===== config.mk =====
export PLATFORM = sky130hd
export DESIGN_NAME = sdr_regs
export DESIGN_NICKNAME = d
export VERILOG_FILES = /design/src/sdr_pkg.sv /design/src/sdr_regs.sv
export SDC_FILE = /design/constraint.sdc
export NUM_CORES = 1
export LEC_CHECK = 0
export ABC_CLOCK_PERIOD_IN_PS = 2300
export BUFFER_PORTS_ARGS = -buffer_cell sky130_fd_sc_hd__buf_4
export CORE_UTILIZATION = 43
export CTS_CLUSTER_DIAMETER = 60
export CTS_CLUSTER_SIZE = 16
export DETAILED_ROUTE_END_ITERATION = 7
export GPL_TIMING_DRIVEN = 0
export PLACE_DENSITY = 0.76
export SETUP_SLACK_MARGIN = 0.1
export SLEW_MARGIN = 40
export SYNTH_ARGS = -nofsm -noshare
export SYNTH_HDL_FRONTEND = slang
export SYNTH_SLANG_ARGS = --single-unit

===== constraint.sdc =====
create_clock -name clk -period 2.3 [get_ports clk]
set_clock_uncertainty 0.05 [all_clocks]
set_input_delay 0.46 -clock clk [delete_from_list [all_inputs] [get_ports clk]]
set_output_delay 0.46 -clock clk [all_outputs]
set_load 0.05 [all_outputs]

===== src/sdr_pkg.sv =====
// constants for the status and diagnostic register bank
package sdr_pkg;
   // ---------------------------------------------------------------
   // register indices on the serial register port
   // ---------------------------------------------------------------
   localparam logic [7:0] ADDR_DIAG_CTRL = 8'h1b;
   localparam logic [7:0] ADDR_STAT_PRIMARY = 8'h1c;
   localparam logic [7:0] ADDR_STAT_CELLS = 8'h1d;
   localparam int WORD_W = 16;
   // ---------------------------------------------------------------
   // diagnostic control word fields
   // ---------------------------------------------------------------
   localparam int SYNC_SEL_MSB = 15;
   localparam int SYNC_SEL_LSB = 11;
   localparam int SW_DIAG_EN_BIT = 10;
   localparam int SW_CHECK_MSB = 9;
   localparam int SW_CHECK_LSB = 8;
   localparam int FAST_DIAG_BIT = 6;
   localparam int SLOW_DIAG_BIT = 5;
   localparam int OPEN_WIRE_BIT = 0;
   localparam logic [4:0] SYNC_SEL_FIRST = 5'h01;
   localparam logic [4:0] SYNC_SEL_LAST = 5'h11;
   localparam logic [4:0] SYNC_SEL_NONE = 5'h00;
   localparam logic [1:0] SW_CHECK_RESET = 2'h0;
   // ---------------------------------------------------------------
   // primary status word fields
   // ---------------------------------------------------------------
   localparam int PIN_LVL_LSB = 13;
   localparam int DIS_SW_BIT = 11;
   localparam int CHG_SW_BIT = 10;
   localparam int HV_OUT_LSB = 8;
   localparam int DONE_LSB = 5;
   localparam int MODE_LSB = 0;
   localparam logic [15:0] WORD_RESET = 16'h0000;
endpackage : sdr_pkg


===== src/sdr_regs.sv =====
// status and diagnostic register bank of the battery monitor
// ------------------------------------------------------------------
// Summary of operation
// - sync codes 0x01..0x11 select cells 1..17
// - bit 10 enables switch driver check
// - bits 9:8 pick switch on/off check
// - bit 6 enables fast current diagnosis
// - bit 5 enables slow current diagnosis
// - bit 0 enables open wire detection
// - status 15:13 pin levels, gated by enable
// - status 11/10 show discharge/charge switch on
// - status 9/8 show high voltage outputs low
// - slow conversion done flag, write one clears
// - fast conversion done flag, write one clears
// - voltage conversion done flag, write one clears
// - status 4:0 show present operating mode
// - second status shows cells 16..1 measuring
// - sync selection acts only while enabled
// ------------------------------------------------------------------
module sdr_regs (
   input wire logic clk,
   input wire logic sys_rst,
   input wire logic [7:0] reg_addr,
   input wire logic reg_wr,
   input wire logic reg_rd,
   input wire logic [sdr_pkg::WORD_W-1:0] reg_wdata,
   input wire logic [2:0] gpio_pin,
   input wire logic [2:0] pin_input_enable,
   input wire logic discharge_switch_state,
   input wire logic charge_switch_state,
   input wire logic [1:0] hv_output_state,
   input wire logic slow_current_done_evt,
   input wire logic fast_current_done_evt,
   input wire logic voltage_conv_done_evt,
   input wire logic [4:0] mode_flags,
   input wire logic [15:0] cell_measure_on,
   input wire logic sync_measure_enable,
   output logic [4:0] sync_cell_selector_ff,
   output logic [4:0] sync_cell_target_ff,
   output logic switch_diag_enable_ff,
   output logic [1:0] switch_check_selector_ff,
   output logic fast_current_diag_enable_ff,
   output logic slow_current_diag_enable_ff,
   output logic open_wire_detect_enable_ff,
   output logic [sdr_pkg::WORD_W-1:0] reg_rdata_ff
);
   import sdr_pkg::*;

   // ---------------------------------------------------------------
   // declarations
   // ---------------------------------------------------------------
   logic [2:0] pin_meta_ff, pin_sync_ff, pin_level_ff;
   logic [2:0] nxt_pin_level;
   logic [1:0] switch_st_ff, nxt_switch_st;
   logic [1:0] hv_st_ff, nxt_hv_st;
   logic [4:0] mode_ff, nxt_mode;
   logic [15:0] cells_ff, nxt_cells;
   logic [2:0] done_ff, nxt_done;
   logic [2:0] done_evt;
   logic [4:0] nxt_sync_sel, nxt_sync_target;
   logic nxt_sw_en, nxt_fast_en, nxt_slow_en, nxt_open_en;
   logic [1:0] nxt_sw_sel;
   logic [15:0] nxt_rdata, diag_word, primary_status_word_word;
   logic wr_diag, wr_primary_status_word, sel_legal;

   assign wr_diag = reg_wr && (reg_addr == ADDR_DIAG_CTRL);
   assign wr_primary_status_word = reg_wr && (reg_addr == ADDR_STAT_PRIMARY);
   // done bits in status order 7:5 = slow, fast, voltage
   assign done_evt = {slow_current_done_evt, fast_current_done_evt,
                      voltage_conv_done_evt};

   // ---------------------------------------------------------------
   // pin synchroniser, pins are asynchronous to clk
   // ---------------------------------------------------------------
   always_ff @(posedge clk or posedge sys_rst) begin
      if (sys_rst) begin
         pin_meta_ff <= 3'h0;
         pin_sync_ff <= 3'h0;
      end else begin
         pin_meta_ff <= gpio_pin;
         pin_sync_ff <= pin_meta_ff;
      end
   end

   // ---------------------------------------------------------------
   // status capture
   // ---------------------------------------------------------------
   always_comb begin
      // level means nothing with the input buffer off, so read zero
      nxt_pin_level = pin_sync_ff & pin_input_enable;
      nxt_switch_st = {discharge_switch_state, charge_switch_state};
      nxt_hv_st = hv_output_state;
      nxt_mode = mode_flags;
      nxt_cells = cell_measure_on;
      // set is or'ed in last so a completion is never lost
      nxt_done = done_ff;
      if (wr_primary_status_word) begin
         nxt_done = done_ff & ~reg_wdata[DONE_LSB+2:DONE_LSB];
      end
      nxt_done = nxt_done | done_evt;
   end

   always_ff @(posedge clk or posedge sys_rst) begin
      if (sys_rst) begin
         pin_level_ff <= 3'h0;
         switch_st_ff <= 2'h0;
         hv_st_ff <= 2'h0;
         mode_ff <= 5'h00;
         cells_ff <= WORD_RESET;
         done_ff <= 3'h0;
      end else begin
         pin_level_ff <= nxt_pin_level;
         switch_st_ff <= nxt_switch_st;
         hv_st_ff <= nxt_hv_st;
         mode_ff <= nxt_mode;
         cells_ff <= nxt_cells;
         done_ff <= nxt_done;
      end
   end

   // ---------------------------------------------------------------
   // diagnostic control word
   // ---------------------------------------------------------------
   always_comb begin
      nxt_sync_sel = sync_cell_selector_ff;
      nxt_sw_en = switch_diag_enable_ff;
      nxt_sw_sel = switch_check_selector_ff;
      nxt_fast_en = fast_current_diag_enable_ff;
      nxt_slow_en = slow_current_diag_enable_ff;
      nxt_open_en = open_wire_detect_enable_ff;
      if (wr_diag) begin
         nxt_sync_sel = reg_wdata[SYNC_SEL_MSB:SYNC_SEL_LSB];
         nxt_sw_en = reg_wdata[SW_DIAG_EN_BIT];
         nxt_sw_sel = reg_wdata[SW_CHECK_MSB:SW_CHECK_LSB];
         nxt_fast_en = reg_wdata[FAST_DIAG_BIT];
         nxt_slow_en = reg_wdata[SLOW_DIAG_BIT];
         nxt_open_en = reg_wdata[OPEN_WIRE_BIT];
      end
      // a forbidden code pairs no cell rather than a random one
      sel_legal = (sync_cell_selector_ff >= SYNC_SEL_FIRST) &&
                  (sync_cell_selector_ff <= SYNC_SEL_LAST);
      nxt_sync_target = SYNC_SEL_NONE;
      if (sync_measure_enable && sel_legal) begin
         nxt_sync_target = sync_cell_selector_ff;
      end
   end

   always_ff @(posedge clk or posedge sys_rst) begin
      if (sys_rst) begin
         sync_cell_selector_ff <= SYNC_SEL_NONE;
         sync_cell_target_ff <= SYNC_SEL_NONE;
         switch_diag_enable_ff <= 1'b0;
         switch_check_selector_ff <= SW_CHECK_RESET;
         fast_current_diag_enable_ff <= 1'b0;
         slow_current_diag_enable_ff <= 1'b0;
         open_wire_detect_enable_ff <= 1'b0;
      end else begin
         sync_cell_selector_ff <= nxt_sync_sel;
         sync_cell_target_ff <= nxt_sync_target;
         switch_diag_enable_ff <= nxt_sw_en;
         switch_check_selector_ff <= nxt_sw_sel;
         fast_current_diag_enable_ff <= nxt_fast_en;
         slow_current_diag_enable_ff <= nxt_slow_en;
         open_wire_detect_enable_ff <= nxt_open_en;
      end
   end

   // ---------------------------------------------------------------
   // read path, one cycle latency
   // ---------------------------------------------------------------
   always_comb begin
      diag_word = WORD_RESET;
      diag_word[SYNC_SEL_MSB:SYNC_SEL_LSB] = sync_cell_selector_ff;
      diag_word[SW_DIAG_EN_BIT] = switch_diag_enable_ff;
      diag_word[SW_CHECK_MSB:SW_CHECK_LSB] = switch_check_selector_ff;
      diag_word[FAST_DIAG_BIT] = fast_current_diag_enable_ff;
      diag_word[SLOW_DIAG_BIT] = slow_current_diag_enable_ff;
      diag_word[OPEN_WIRE_BIT] = open_wire_detect_enable_ff;
      // reserved bit 12 is not stored, so stray host writes vanish
      primary_status_word_word = WORD_RESET;
      primary_status_word_word[PIN_LVL_LSB+2:PIN_LVL_LSB] = pin_level_ff;
      primary_status_word_word[DIS_SW_BIT] = switch_st_ff[1];
      primary_status_word_word[CHG_SW_BIT] = switch_st_ff[0];
      primary_status_word_word[HV_OUT_LSB+1:HV_OUT_LSB] = hv_st_ff;
      primary_status_word_word[DONE_LSB+2:DONE_LSB] = done_ff;
      primary_status_word_word[MODE_LSB+4:MODE_LSB] = mode_ff;
      nxt_rdata = reg_rdata_ff;
      if (reg_rd) begin
         unique case (reg_addr)
            ADDR_DIAG_CTRL: nxt_rdata = diag_word;
            ADDR_STAT_PRIMARY: nxt_rdata = primary_status_word_word;
            ADDR_STAT_CELLS: nxt_rdata = cells_ff;
            default: nxt_rdata = WORD_RESET;
         endcase
      end
   end

   always_ff @(posedge clk or posedge sys_rst) begin
      if (sys_rst) begin
         reg_rdata_ff <= WORD_RESET;
      end else begin
         reg_rdata_ff <= nxt_rdata;
      end
   end
endmodule // sdr_regs


==> flow_metrics.py <==
metrics = {
    "die": {
        "start_util_pct": 45.0,
        "die_area_um2": 6140,
        "design.core.area_um2": 5570,
        "num_io_pins": 95,
        "fp.dieH_um": 78.4,
        "die_w_um": 78.4,
        "rows": 27,
    },
    "timing": {
        "fmax_ghz": 0.606,
        "rsz0062_at_grt": "false",
        "timing.final.crit_share_pct": 71.8,
        "slew-limit-headroom_pct": 65.3,
        "post-route-min-period_ns": 1.65,
        "setup_viol": 0,
        "setup_tns_ns": 0,
        "worst_slew_pin_slew_ns": 0.520,
        "hold_violations": 0,
        "slew_viol_final": 0,
    },
    "placement": {
        "hpwl_mm": 4.03,
        "placed_cells": 335,
        "port_buffers": 89,
        "placedInstanceArea_um2": 3320,
        "gp_congestion": 0.724,
    },
    "logic_synthesis": {
        "synth_seq_cells": 69,
        "synthTopCellsByCount": "dfrtp_1 (69), inv_1 (17), o22ai_1 (16)",
        "mappedNetlistArea_um2": 2510,
        "ys_seq_area_share_pct": 68.8,
        "yosysWarnings": 0,
        "ys_types": 26,
        "syn-instance-count": 172,
        "async_reset_ff_share_pct": 100,
        "avgSynthCellArea_um2": 14.6,
        "synth_edf_count": 0,
        "synth_top_area_share_pct": 68.8,
        "synthFlopType": "dfrtp_1",
        "synthMostInstantiatedCell": "dfrtp_1",
        "synth_top_area_cell": "dfrtp_1",
        "synthTopCellsByArea": "dfrtp_1 (69%), mux2_4 (6.0%), o22ai_1 (4.0%)",
        "syn_nets": 235,
    },
    "global_routing": {
        "grt_pass1_wl_mm": 8.91,
        "grt_overflow_total": 0,
        "grt_max_degree": 27,
        "grtUsageTotal_pct": 20.2,
        "grt_pass1_vias": 1841,
        "grt_antenna_before_repair": 0,
    },
    "critical_path": {
        "path_class": "input port to register",
        "cp_max_fo": 10,
        "slowest_stage": "nor4b_2",
        "crit_chain": "buf_4 > nor4b_2 > and2_1 > buf_6 > o211ai_2 > buf_2 > o22ai_1",
        "required_ns": 2.51,
        "cp_slowest_stage_delay_ns": 0.33,
        "cp-start-kind": "input port",
        "critPathTopFamily": "simple AND/OR/NAND/NOR gates",
        "rr_startpoint": "sync_cell_selector_ff[2]",
        "worstPathBufferInverterCount": 3,
        "worstPathArrival_ns": 1.86,
        "cp-end-kind": "register",
        "critPathLaunch": "reg_addr[7]",
    },
    "power": {
        "irDropWorstVdd_uv": 419,
        "p_leak_uw": 0.00172,
        "p_per_area_nw_per_um2": 736,
    },
    "clock_network": {
        "root_buffer": "clkbuf_8",
        "cts_buffers": 9,
        "cts.repair.resized": 0,
        "ctsLongestPathBuffers": 2,
        "path_clk_slew_ns": 0.07,
        "cts_tree": "done",
        "cts_setup_buffers": 0,
        "h-tree-depth": 3,
        "clkLatencyLatePin_ns": 0.35,
        "cts_sinks": 69,
        "hold_buffers": 0,
    },
    "drt": {
        "wl_per_cell_um": 16.0,
        "vias_per_cell": 5.00,
        "wl_mm": 5.61,
        "vias": 1756,
        "ant_nets": 0,
        "drt_iter0_drc": 97,
        "route.detailed.drc": 0,
        "dr.pass1.iters": 5,
    },
    "cells_and_area": {
        "instances_no_fill": 351,
        "area_delta_synth_final_pct": 41.2,
        "final_nets": 337,
        "drive_gt1_share_pct": 45.9,
        "antenna_cells": 0,
        "fill_cells": 440,
        "fin_area_um2": 3540,
    },
    "flow_run": {
        "max_cap_viol_count": 0,
    },
    "status": {
        "outcome": "finished clean",
    },
    "min_path": {
        "hold_class": "input port to async pin",
    },
}
-- routing by layer --
layer	up-vias	share of wire [%]	track usage (%)
li1	823	-	-
met1	859	41	24.0
met2	65	52	34.0
met3	9	4.6	5.47
met4	0	2.0	9.44
met5	-	0	0
-- worst paths after layout --
path                                             to  slack [ns]  cells after the start
max                                 reg_rdata_ff[3]        0.65                      7
min                                     hv_st_ff[0]        0.08                      2
max reg2reg                        reg_rdata_ff[13]        1.12                      3
min reg2reg                          pin_sync_ff[1]        0.31                      0
max in group asynchronous  sync_cell_selector_ff[3]        1.64                      3
min in group clk                        cells_ff[6]        0.16                      1
-- worst register-to-register path, cell delays in order (launching register included) --
cell     delay [ns]
dfrtp_1        0.45
a22o_1         0.24
a32oi_1        0.22
o22ai_1        0.09
-- logic make-up (layout without fill, tap and decap cells) --
logic type | count (synthesis) | after routing | synth area share (%)
flops | 69 | 69 | 68.8
compound gates | 43 | 43 | 13.1
buf+inv | 25 | 132 | 4.54
simple gates | 24 | 24 | 7.08
mux | 11 | 11 | 6.43
-- through the flow --
step	setup WS [ns]	utilization, %	hold WS, ns	power, uW
6_report	0.649	63.6	0.0842	2610
5_1_grt	0.508	63.6	0.110	2710
4_1_cts	0.658	63.6	0.0980	2620
3_5_place_dp	0.301	59.5	0.296	1530
3_3_place_gp	0.335	58.7	0.282	1510
2_1_floorplan	0.580	-	0.281	1390
-- placed cells by master, fill, tap and decap left out --
cell type	synthesis	final
buf_6	2	2
clkbuf_8	0	11
inv_1	17	16
nand2_1	2	2
a222oi_1	4	4
bufinv_16	0	2
a22oi_1	9	9
buf_12	0	1
and3_1	2	2
buf_2	4	4
nor2b_1	3	3
nor4_1	1	1
a21o_1	3	3
dfrtp_1	69	69
mux2_4	10	10
nor3b_4	1	1
and4_1	1	1
o31ai_1	1	1
and3b_1	1	1
mux2_2	1	1
nand3_1	4	4
and2_1	7	7
buf_4	0	89
o211ai_2	1	1
o22ai_1	16	16
a22o_1	7	7
buf_16	0	1
nand3_4	1	1
a32oi_1	2	2
clkinv_2	0	2
clkinvlp_4	0	1
clkbuf_1	2	3
nor4b_2	1	1
-- flip-flops by register name, summed over array words and instances (netlist names) --
register                     flops
cells_ff                        16
done_ff                          3
fast_current_diag_enable_ff      1
hv_st_ff                         2
mode_ff                          5
open_wire_detect_enable_ff       1
pin_level_ff                     3
pin_meta_ff                      3
pin_sync_ff                      3
reg_rdata_ff                    16
slow_current_diag_enable_ff      1
switch_check_selector_ff         2
switch_diag_enable_ff            1
switch_st_ff                     2
sync_cell_selector_ff            5
sync_cell_target_ff              5
-- final cells by class --
| class | count | area [um2] | share of cell area [%] |
|---|---|---|---|
| Buffer | 8 | 50.0 | 1.41 |
| Clock buffer | 12 | 155 | 4.38 |
| Clock inverter | 4 | 70.1 | 1.98 |
| Inverter | 17 | 67.6 | 1.91 |
| Multi-Input combinational cell | 78 | 668 | 18.9 |
| Sequential cell | 69 | 1730 | 48.7 |
| Tap cell | 72 | 90.1 | 2.54 |
| Timing Repair Buffer | 91 | 716 | 20.2 |
-- report_power, final --
group,internal (uW),switching (uW)
sequential,1250,21.2
combinational,111,112
clock,666,442
total,2030,575
Power figures use the tool's default switching activity.
